[config.mk]
export PLATFORM = sky130hd
export DESIGN_NAME = adc_conversion_control
export DESIGN_NICKNAME = d
export VERILOG_FILES = /design/src/shared/conv_ctrl_pkg.sv /design/src/core/adc_conversion_control.sv
export VERILOG_INCLUDE_DIRS = /design/src /design/src/shared
export SDC_FILE = /design/constraint.sdc
export NUM_CORES = 1
export LEC_CHECK = 0
export BUFFER_PORTS_ARGS = -buffer_cell sky130_fd_sc_hd__clkbuf_2
export CORE_UTILIZATION = 52
export DETAILED_ROUTE_END_ITERATION = 10
export PLACE_DENSITY = 0.77
export SLEW_MARGIN = 20
export SYNTH_ARGS = -nofsm -noshare
export SYNTH_HDL_FRONTEND = slang
export SYNTH_SLANG_ARGS = --single-unit
[constraint.sdc]
create_clock -name clk -period 7.05 [get_ports clk]
set_input_delay 0.705 -clock clk [delete_from_list [all_inputs] [get_ports clk]]
set_output_delay 0.705 -clock clk [all_outputs]
set_load 0.02 [all_outputs]
[src/shared/conv_ctrl_cfg.svh]
// Offsets, field positions, reset values and timing counts of the conversion control block
`ifndef CONV_CTRL_CFG_SVH
`define CONV_CTRL_CFG_SVH

// ==========================================================
// Register byte offsets on the APB bus
`define OFS_SC1 12'h000
`define OFS_SC2 12'h004
`define OFS_CFG 12'h008
`define OFS_CVH 12'h00C
`define OFS_CVL 12'h010
`define OFS_RH 12'h014
`define OFS_RL 12'h018
`define OFS_PWR 12'h01C

// ==========================================================
// Field positions
`define SC1_DONE 7
`define SC1_IEN 6
`define SC1_CONT 5
`define SC2_ACTIVE 7
`define SC2_HWTRG 6
`define SC2_CMPEN 5
`define SC2_CMPGT 4
`define CFG_LPC 7
`define CFG_LSMP 4
`define PWR_WAIT 0
`define PWR_STOP 1

// ==========================================================
// Reset values and field codes
`define SC1_RST 8'h1F
`define CFG_RST 8'h00
`define CH_OFF 5'h1F
`define CLK_ASYNC 2'h3
`define MODE_10BIT 2'h2

// ==========================================================
// Timing: converter clock counts and the async start-up time
`define SAMPLE_SHORT 8'h03
`define SAMPLE_LONG 8'h17
`define APPROX_8 8'h0B
`define APPROX_10 8'h0E
`define FIRST_SETUP 8'h08 // 5 bus cycles plus 3 converter cycles ahead of sampling
`define ASYNC_START_US 5
`define CLK_MHZ 100
`define ASYNC_START_CYC ((`ASYNC_START_US * `CLK_MHZ) - 1)

`endif

[src/shared/conv_ctrl_pkg.sv]
// Types shared by the conversion control block
package conv_ctrl_pkg;
    // Conversion sequencer states, Gray along idle-start-sample-approx-transfer
    typedef enum logic [2:0] {
        ST_IDLE = 3'h0,
        ST_START = 3'h1,
        ST_SAMPLE = 3'h3,
        ST_APPROX = 3'h2,
        ST_XFER = 3'h6
    } conv_state_e;

    // APB request bundle
    typedef struct packed {
        logic psel;
        logic penable;
        logic pwrite;
        logic [11:0] paddr;
        logic [31:0] pwdata;
    } apb_req_s;

    // APB answer bundle
    typedef struct packed {
        logic pready;
        logic pslverr;
        logic [31:0] prdata;
    } apb_rsp_s;

    // Analog front end handshake
    typedef struct packed {
        logic [4:0] channel;
        logic sample_en;
        logic approx_en;
        logic async_clk_en;
        logic low_power;
    } afe_ctrl_s;
endpackage : conv_ctrl_pkg

[src/core/adc_conversion_control.sv]
// Conversion sequencing, compare and result transfer for the ADC, APB slave
`timescale 1ns/1ns
`include "conv_ctrl_cfg.svh"
module adc_conversion_control (
    input wire logic clk,
    input wire logic rst_b,
    input wire conv_ctrl_pkg::apb_req_s apb_req,
    output conv_ctrl_pkg::apb_rsp_s apb_rsp,
    input wire logic hw_trigger_input,
    input wire logic [9:0] afe_result,
    output conv_ctrl_pkg::afe_ctrl_s afe_ctrl,
    output logic conv_irq,
    output logic converter_active
);
    import conv_ctrl_pkg::*;

    // ==========================================================
    // Registers
    logic [7:0] status_control_one_reg_r;
    logic [7:0] status_control_two_reg_r;
    logic [7:0] converter_config_reg_r;
    logic [7:0] compare_value_high_r;
    logic [7:0] compare_value_low_r;
    logic [7:0] result_high_byte_r;
    logic [7:0] result_low_byte_r;
    logic [1:0] power_mode_r;
    logic block_r;
    conv_state_e state_r;
    logic [8:0] count_r;
    logic trig_s1_r;
    logic trig_s2_r;
    logic trig_d_r;
    apb_rsp_s apb_rsp_r;
    afe_ctrl_s afe_ctrl_r;
    logic irq_r;
    logic active_r;

    // ==========================================================
    // Decode and field views
    logic wr_en;
    logic rd_en;
    logic mapped;
    logic [4:0] channel_select;
    logic conversion_done_flag;
    logic done_irq_enable;
    logic continuous_enable;
    logic trigger_source_select;
    logic compare_enable;
    logic compare_direction;
    logic long_sample_select;
    logic low_power_select;
    logic [1:0] input_clock_select;
    logic [1:0] mode_sel;
    logic ten_bit;
    logic stop_mode;

    // Write or read takes effect in the access phase
    assign wr_en = apb_req.psel & apb_req.penable & apb_req.pwrite;
    assign rd_en = apb_req.psel & apb_req.penable & ~apb_req.pwrite;
    assign channel_select = status_control_one_reg_r[4:0];
    assign conversion_done_flag = status_control_one_reg_r[`SC1_DONE];
    assign done_irq_enable = status_control_one_reg_r[`SC1_IEN];
    assign continuous_enable = status_control_one_reg_r[`SC1_CONT];
    assign trigger_source_select = status_control_two_reg_r[`SC2_HWTRG];
    assign compare_enable = status_control_two_reg_r[`SC2_CMPEN];
    assign compare_direction = status_control_two_reg_r[`SC2_CMPGT];
    assign long_sample_select = converter_config_reg_r[`CFG_LSMP];
    assign low_power_select = converter_config_reg_r[`CFG_LPC];
    assign input_clock_select = converter_config_reg_r[1:0];
    assign mode_sel = converter_config_reg_r[3:2];
    assign ten_bit = (mode_sel == `MODE_10BIT);
    assign stop_mode = power_mode_r[`PWR_STOP];

    // Address match helper, used by every decode
    function automatic logic hit(input logic [11:0] addr, input logic [11:0] ofs);
        hit = (addr == ofs);
    endfunction : hit

    // ==========================================================
    // Abort and start conditions
    logic wr_sc1;
    logic wr_other;
    logic stop_abort;
    logic trig_edge;
    logic sw_start;
    logic hw_start;
    logic busy;

    assign wr_sc1 = wr_en & hit(apb_req.paddr, `OFS_SC1);
    assign wr_other = wr_en & (hit(apb_req.paddr, `OFS_SC2) | hit(apb_req.paddr, `OFS_CFG)
        | hit(apb_req.paddr, `OFS_CVH) | hit(apb_req.paddr, `OFS_CVL));
    assign stop_abort = (stop_mode | (wr_en & hit(apb_req.paddr, `OFS_PWR)
        & apb_req.pwdata[`PWR_STOP])) & (input_clock_select != `CLK_ASYNC);
    assign busy = (state_r != ST_IDLE);
    // Edge taken on the synchronised copies only
    assign trig_edge = trig_s2_r & ~trig_d_r;
    assign sw_start = wr_sc1 & ~trigger_source_select
        & (apb_req.pwdata[4:0] != `CH_OFF);
    // Ignored while busy; the channel must be on
    assign hw_start = trig_edge & trigger_source_select & ~busy
        & (channel_select != `CH_OFF);
    assign mapped = hit(apb_req.paddr, `OFS_SC1) | hit(apb_req.paddr, `OFS_SC2)
        | hit(apb_req.paddr, `OFS_CFG) | hit(apb_req.paddr, `OFS_CVH)
        | hit(apb_req.paddr, `OFS_CVL) | hit(apb_req.paddr, `OFS_RH)
        | hit(apb_req.paddr, `OFS_RL) | hit(apb_req.paddr, `OFS_PWR);

    // ==========================================================
    // Compare and completion decision
    logic [9:0] cmp_value;
    logic [10:0] diff;
    logic cmp_true;
    logic blocked;
    logic do_xfer;
    logic [9:0] raw_res;

    assign raw_res = ten_bit ? afe_result : {2'h0, afe_result[9:2]};
    assign cmp_value = ten_bit ? {compare_value_high_r[1:0], compare_value_low_r}
        : {2'h0, compare_value_low_r};
    // Result plus two's complement of compare value
    assign diff = {1'b0, raw_res} + {1'b0, ~cmp_value} + 11'h001;
    // Carry out set means result >= compare value
    assign cmp_true = compare_direction ? diff[10] : ~diff[10];
    assign blocked = block_r & ten_bit;
    assign do_xfer = (state_r == ST_XFER) & ~blocked & (~compare_enable | cmp_true);

    // Whether the sequencer restarts after this finish
    logic restart;
    always_comb begin
        restart = 1'b0;
        if (state_r == ST_XFER) begin
            if (blocked && !(compare_enable && !cmp_true && !continuous_enable)) begin
                restart = 1'b1;
            end else if (continuous_enable) begin
                restart = 1'b1;
            end
        end
    end

    // ==========================================================
    // Trigger pin synchroniser, two flops before any logic
    always_ff @(posedge clk or negedge rst_b) begin
        if (!rst_b) begin
            trig_s1_r <= 1'b0;
            trig_s2_r <= 1'b0;
            trig_d_r <= 1'b0;
        end else begin
            trig_s1_r <= hw_trigger_input;
            trig_s2_r <= trig_s1_r;
            trig_d_r <= trig_s2_r;
        end
    end

    // ==========================================================
    // Conversion sequencer
    // Counts stand in for the analog timing; the bus clock is the converter clock here
    always_ff @(posedge clk or negedge rst_b) begin
        if (!rst_b) begin
            state_r <= ST_IDLE;
            count_r <= 9'h000;
        end else if (wr_sc1 || wr_other || stop_abort) begin
            // Abort, and a control-one write may relaunch at once
            state_r <= sw_start ? ST_START : ST_IDLE;
            count_r <= (input_clock_select == `CLK_ASYNC) ? 9'(`ASYNC_START_CYC)
                : 9'({1'b0, `FIRST_SETUP} - 9'h001);
        end else begin
            unique case (state_r)
                ST_IDLE: begin
                    // Waits for a start; also the hardware path in wait mode
                    if (hw_start) begin
                        state_r <= ST_START;
                        count_r <= (input_clock_select == `CLK_ASYNC)
                            ? 9'(`ASYNC_START_CYC)
                            : 9'({1'b0, `FIRST_SETUP} - 9'h001);
                    end
                end
                ST_START: begin
                    if (count_r == 9'h000) begin
                        state_r <= ST_SAMPLE;
                        count_r <= long_sample_select ? {1'b0, `SAMPLE_LONG}
                            : {1'b0, `SAMPLE_SHORT};
                    end else begin
                        count_r <= count_r - 9'h001;
                    end
                end
                ST_SAMPLE: begin
                    if (count_r == 9'h000) begin
                        state_r <= ST_APPROX;
                        count_r <= ten_bit ? {1'b0, `APPROX_10} : {1'b0, `APPROX_8};
                    end else begin
                        count_r <= count_r - 9'h001;
                    end
                end
                ST_APPROX: begin
                    if (count_r == 9'h000) begin
                        state_r <= ST_XFER;
                    end else begin
                        count_r <= count_r - 9'h001;
                    end
                end
                ST_XFER: begin
                    // Later continuous runs skip the start overhead
                    if (restart) begin
                        state_r <= ST_SAMPLE;
                        count_r <= long_sample_select ? {1'b0, `SAMPLE_LONG}
                            : {1'b0, `SAMPLE_SHORT};
                    end else begin
                        state_r <= ST_IDLE;
                    end
                end
                default: begin
                    state_r <= ST_IDLE;
                end
            endcase
        end
    end

    // ==========================================================
    // Result registers, done flag and split-read block
    always_ff @(posedge clk or negedge rst_b) begin
        if (!rst_b) begin
            result_high_byte_r <= 8'h00;
            result_low_byte_r <= 8'h00;
        end else if (do_xfer) begin
            // An abort before the transfer cycle never reaches here, so old results stay
            result_high_byte_r <= ten_bit
                ? {6'h00, compare_enable ? diff[9:8] : raw_res[9:8]} : 8'h00;
            result_low_byte_r <= compare_enable ? diff[7:0] : raw_res[7:0];
        end
    end

    // Blocking arms on a high-byte read, ends only on a low-byte read
    always_ff @(posedge clk or negedge rst_b) begin
        if (!rst_b) begin
            block_r <= 1'b0;
        end else if (rd_en && hit(apb_req.paddr, `OFS_RL)) begin
            block_r <= 1'b0;
        end else if (rd_en && hit(apb_req.paddr, `OFS_RH)) begin
            block_r <= 1'b1;
        end
    end

    // Control one; the done flag set wins over the write that clears it
    always_ff @(posedge clk or negedge rst_b) begin
        if (!rst_b) begin
            status_control_one_reg_r <= `SC1_RST;
        end else begin
            if (wr_sc1) begin
                status_control_one_reg_r[6:0] <= apb_req.pwdata[6:0];
            end
            if (do_xfer) begin
                status_control_one_reg_r[`SC1_DONE] <= 1'b1;
            end else if (wr_sc1 || (rd_en && hit(apb_req.paddr, `OFS_RL))) begin
                status_control_one_reg_r[`SC1_DONE] <= 1'b0;
            end
        end
    end

    // Remaining writable registers
    always_ff @(posedge clk or negedge rst_b) begin
        if (!rst_b) begin
            status_control_two_reg_r <= 8'h00;
            converter_config_reg_r <= `CFG_RST;
            compare_value_high_r <= 8'h00;
            compare_value_low_r <= 8'h00;
            power_mode_r <= 2'h0;
        end else if (wr_en) begin
            if (hit(apb_req.paddr, `OFS_SC2)) status_control_two_reg_r <= {1'b0, apb_req.pwdata[6:4], 4'h0};
            if (hit(apb_req.paddr, `OFS_CFG)) converter_config_reg_r <= apb_req.pwdata[7:0];
            if (hit(apb_req.paddr, `OFS_CVH)) compare_value_high_r <= {6'h00, apb_req.pwdata[1:0]};
            if (hit(apb_req.paddr, `OFS_CVL)) compare_value_low_r <= apb_req.pwdata[7:0];
            if (hit(apb_req.paddr, `OFS_PWR)) power_mode_r <= apb_req.pwdata[1:0];
        end
    end

    // ==========================================================
    // APB answer, no wait state: pready in the first access cycle
    always_ff @(posedge clk or negedge rst_b) begin
        if (!rst_b) begin
            apb_rsp_r <= '0;
        end else begin
            apb_rsp_r.pready <= apb_req.psel & ~apb_req.penable;
            apb_rsp_r.pslverr <= apb_req.psel & ~apb_req.penable & ~mapped;
            apb_rsp_r.prdata <= 32'h0000_0000;
            if (apb_req.psel && !apb_req.penable && !apb_req.pwrite) begin
                unique case (1'b1)
                    hit(apb_req.paddr, `OFS_SC1): apb_rsp_r.prdata <= {24'h0, status_control_one_reg_r};
                    hit(apb_req.paddr, `OFS_SC2): apb_rsp_r.prdata <= {24'h0, busy,
                        status_control_two_reg_r[6:0]};
                    hit(apb_req.paddr, `OFS_CFG): apb_rsp_r.prdata <= {24'h0, converter_config_reg_r};
                    hit(apb_req.paddr, `OFS_CVH): apb_rsp_r.prdata <= {24'h0, compare_value_high_r};
                    hit(apb_req.paddr, `OFS_CVL): apb_rsp_r.prdata <= {24'h0, compare_value_low_r};
                    hit(apb_req.paddr, `OFS_RH): apb_rsp_r.prdata <= {24'h0, result_high_byte_r};
                    hit(apb_req.paddr, `OFS_RL): apb_rsp_r.prdata <= {24'h0, result_low_byte_r};
                    hit(apb_req.paddr, `OFS_PWR): apb_rsp_r.prdata <= {30'h0, power_mode_r};
                    default: apb_rsp_r.prdata <= 32'h0000_0000;
                endcase
            end
        end
    end

    // ==========================================================
    // Analog front end controls, interrupt and activity flags
    always_ff @(posedge clk or negedge rst_b) begin
        if (!rst_b) begin
            afe_ctrl_r <= '0;
            irq_r <= 1'b0;
            active_r <= 1'b0;
        end else begin
            afe_ctrl_r.channel <= channel_select;
            afe_ctrl_r.sample_en <= (state_r == ST_SAMPLE);
            afe_ctrl_r.approx_en <= (state_r == ST_APPROX);
            // Async generator only powered while converting
            afe_ctrl_r.async_clk_en <= busy & (input_clock_select == `CLK_ASYNC);
            afe_ctrl_r.low_power <= low_power_select;
            irq_r <= conversion_done_flag & done_irq_enable;
            active_r <= busy;
        end
    end

    assign apb_rsp = apb_rsp_r;
    assign afe_ctrl = afe_ctrl_r;
    assign conv_irq = irq_r;
    assign converter_active = active_r;
endmodule : adc_conversion_control

==> impl_metrics.env <==
export IMPL_outcome="completed"
export IMPL_skew_ps=8.37
export IMPL_synth_adder_area_share_pct=3.36
export IMPL_rows=34
export IMPL_grt_pass1_vias=3529
export IMPL_tritoncts_num_sinks=78
export IMPL_finalHoldViolCount=0
export IMPL_final_core_util_pct=59.2
export IMPL_wl_mm=11.3
export IMPL_core_um2=8720
export IMPL_drc_errors=0
export IMPL_clockBufferDepth=2
export IMPL_fin_crit_ps=4180
export IMPL_synth_top_area_cell="dfrtp_1"
export IMPL_crit_chain="nor2b_1, mux2_2, ha_1, a21oi_1, o21ai_0, or4_1, o2111ai_1, nand2_1, mux2_2"
export IMPL_relSlewSlack_pct=33.2
export IMPL_finalSetupTns_ps=0
export IMPL_worstMarginPinSlew_ps=989
export IMPL_syn_to_final_growth_pct=10.1
export IMPL_cp_required_ps=7300
export IMPL_hp_class="flop to flop"
export IMPL_synth_top_family_by_area="compound AO/OA/AOI/OAI gates"
export IMPL_power_density_nw_per_um2=238
export IMPL_die_height_um=96.9
export IMPL_synthMuxAreaShare_pct=10.4
export IMPL_path_clk_slew_ps=80
export IMPL_drtIter0Drc=382
export IMPL_start_util_pct=53.7
export IMPL_syn_inst=485
export IMPL_path_common_cell="mux2_2"
export IMPL_cp_arrival_ps=4430
export IMPL_start_kind="flop"
export IMPL_slowest_delay_ps=630
export IMPL_critPathMaxFanout=10
export IMPL_yosysWarnings=0
export IMPL_yosys_cell_types_count=67
export IMPL_antenna_found_initial=0
export IMPL_synth_simple_gate_area_share_pct=16.8
export IMPL_peakVddDrop_v=0.000131
export IMPL_dr_pass1_iters=6
export IMPL_detail_route_wl_per_cell_um=17.5
export IMPL_setup_viol=0
export IMPL_cts_resized=0
export IMPL_antenna_left=0
export IMPL_synth_flop_cell="dfrtp_1"
export IMPL_globalplace_congestion=0.903
export IMPL_cts_buffers=9
export IMPL_synth_edf_count=0
export IMPL_post_synth_top_area_fraction_pct=39.0
export IMPL_async_reset_ff_share_pct=100
export IMPL_rsz0062_at_grt="false"
export IMPL_cts_tree="done"
export IMPL_viasPerCell=5.96
export IMPL_clock_fmax_mhz=239
export IMPL_maxSlewViolCount=0
export IMPL_grt_max_degree=79
export IMPL_critPathKind="flop to flop"
export IMPL_die_w_um=96.9
export IMPL_synth_cell_area_um2=4690
export IMPL_dieArea_um2=9390
export IMPL_yosysSeqAreaShare_pct=41.8
export IMPL_n_antenna_cell=0
export IMPL_drive_gt1_share_pct=23.5
export IMPL_track_usage_pct=24.5
export IMPL_synth_xor_xnor_area_share_pct=0.748
export IMPL_critPathBufInv=0
export IMPL_grt_pass1_wl_mm=18.2
export IMPL_htreeDepth=3
export IMPL_slowest_stage="nor2b_1"
export IMPL_clk_latency_ps=360
export IMPL_ys_ff_latch=78
export IMPL_cts_hold_buffers=0
export IMPL_crit_path_end_kind="flop"
export IMPL_top_level_ports=105
export IMPL_syn_area_per_cell_um2=9.66
export IMPL_portBuffers=56
export IMPL_critPathTopFamily="simple AND/OR/NAND/NOR gates"
export IMPL_cts_root_buf="clkbuf_8"
export IMPL_synth_compound_area_share_pct=19.0
export IMPL_synth_top_cells_by_area="dfrtp_1 39%, mux2_2 8.7%, buf_4 4.2%"
export IMPL_vias=3844
export IMPL_period_share_pct=59.3
export IMPL_postCtsSetupBuffers=0
export IMPL_leakagePower_nw=2.47
export IMPL_nNetsFinal=604
export IMPL_overflow=0
export IMPL_max_cap_violations=0
export IMPL_dp_final_hpwl_mm=8.17
worst register-to-register path, stage by stage (launching register included):
cell and delay (ps):
dfrtp_1 390, nor2b_1 630, mux2_2 430, ha_1 360, a21oi_1 210, o21ai_0 210
or4_1 480, o2111ai_1 580, nand2_1 410, mux2_2 370
registers in the layout, summed over array words and instances, names as in the netlist, 8 cells and up:
register,count
apb_rsp,10
afe_ctrl,9
count_r,9
compare_value_low_r,8
converter_config_reg_r,8
result_low_byte_r,8
status_control_one_reg_r,8
metrics by stage:
step / power (W) / cell area (um^2) / hold WS, ps / setup WS (ps) / std cells
2_1_floorplan: 0.000778 / 4770 / 331 / 3400 / 508
3_3_place_gp: 0.000841 / 4930 / 344 / 2990 / 629
3_5_place_dp: 0.000845 / 4930 / 338 / 2890 / 629
5_1_grt: 0.00129 / 5160 / 383 / 2600 / 645
4_1_cts: 0.00123 / 5160 / 367 / 2840 / 645
6_report: 0.00123 / 5160 / 361 / 2870 / 645
kinds of logic after synthesis:
| kind of cell | count (synthesis) |
|---|---|
| DFF | 78 |
| and+or+nand+nor | 149 |
| AOI/OAI and AO/OA | 128 |
| buffers and inverters | 69 |
| xor gates and xnor gates | 4 |
| muxes | 44 |
| adders and majority gates | 12 |
| other | 1 |
cell usage after synthesis (2+ instances only):
cell,number
nand2_1,43
o31a_1,3
o211a_1,2
a31o_2,2
a21o_1,8
and2_1,9
dfrtp_1,73
nor4b_1,3
o211ai_1,4
nand4_1,3
nor2b_1,7
inv_1,24
dfstp_2,5
nand3_1,9
o21ai_0,27
a32o_1,2
buf_4,26
o21a_1,7
a211oi_1,5
o2bb2ai_1,4
and3_1,6
ha_1,11
mux2i_1,8
nor2_1,34
a22oi_1,18
nor4_1,3
a211o_1,2
a31oi_1,8
nor3b_1,2
buf_1,2
or4_4,2
o31ai_1,2
or3_1,5
mux2_2,36
clkbuf_1,15
o21bai_1,2
a21oi_1,19
nor3_1,9
xnor2_1,3
nand2b_1,5
final cells by class:
class	count	area, um^2
Inverter	24	90.1
Timing Repair Buffer	58	298
Sequential cell	78	1960
Clock buffer	10	138
Multi-Input combinational cell	361	2450
Clock inverter	6	93.8
Fill cell	746	3560
Tap cell	108	135
final timing paths:
path	startpoint	slack, ps	endpoint	depth (start not counted)
hold reg to reg	trig_s1_r	360	trig_s2_r	0
min in group asynchronous	rst_b	500	afe_ctrl[7]	1
hold / removal	trig_s1_r	360	trig_s2_r	0
setup / recovery	converter_config_reg_r[3]	2870	count_r[2]	9
max in group asynchronous	rst_b	5940	apb_rsp[32]	1
setup reg to reg	converter_config_reg_r[3]	2870	count_r[2]	9
cell usage in the layout, fill, tap and decap left out, drive strengths merged, types with 9 or more instances in the layout:
master	n
a21oi	19
a22oi	18
and2	9
clkbuf	65
conb	24
dfrtp	73
ha	11
inv	25
mux2	36
nand2	44
nand3	9
nor2	34
nor3	11
o21ai	27
metal layers:
metal  track usage (%)  up-vias  share of wire, %  routed length [um]
li1                  -     1809                 -                   -
met1              34.5     1837                44                4950
met2              37.9      172                47                5330
met3              4.91       26               6.4                 726
met4              7.81        0               2.6                 291
met5                 0        -                 0                   0
power by group:
group / leakage [nW] / switching, W / internal (W)
sequential: 0.966 / 0.0000506 / 0.000486
clock: 0.113 / 0.000175 / 0.000211
combinational: 1.39 / 0.000172 / 0.000134
total: 2.47 / 0.000397 / 0.000831
Note: power is estimated with default switching activity, not from simulation.
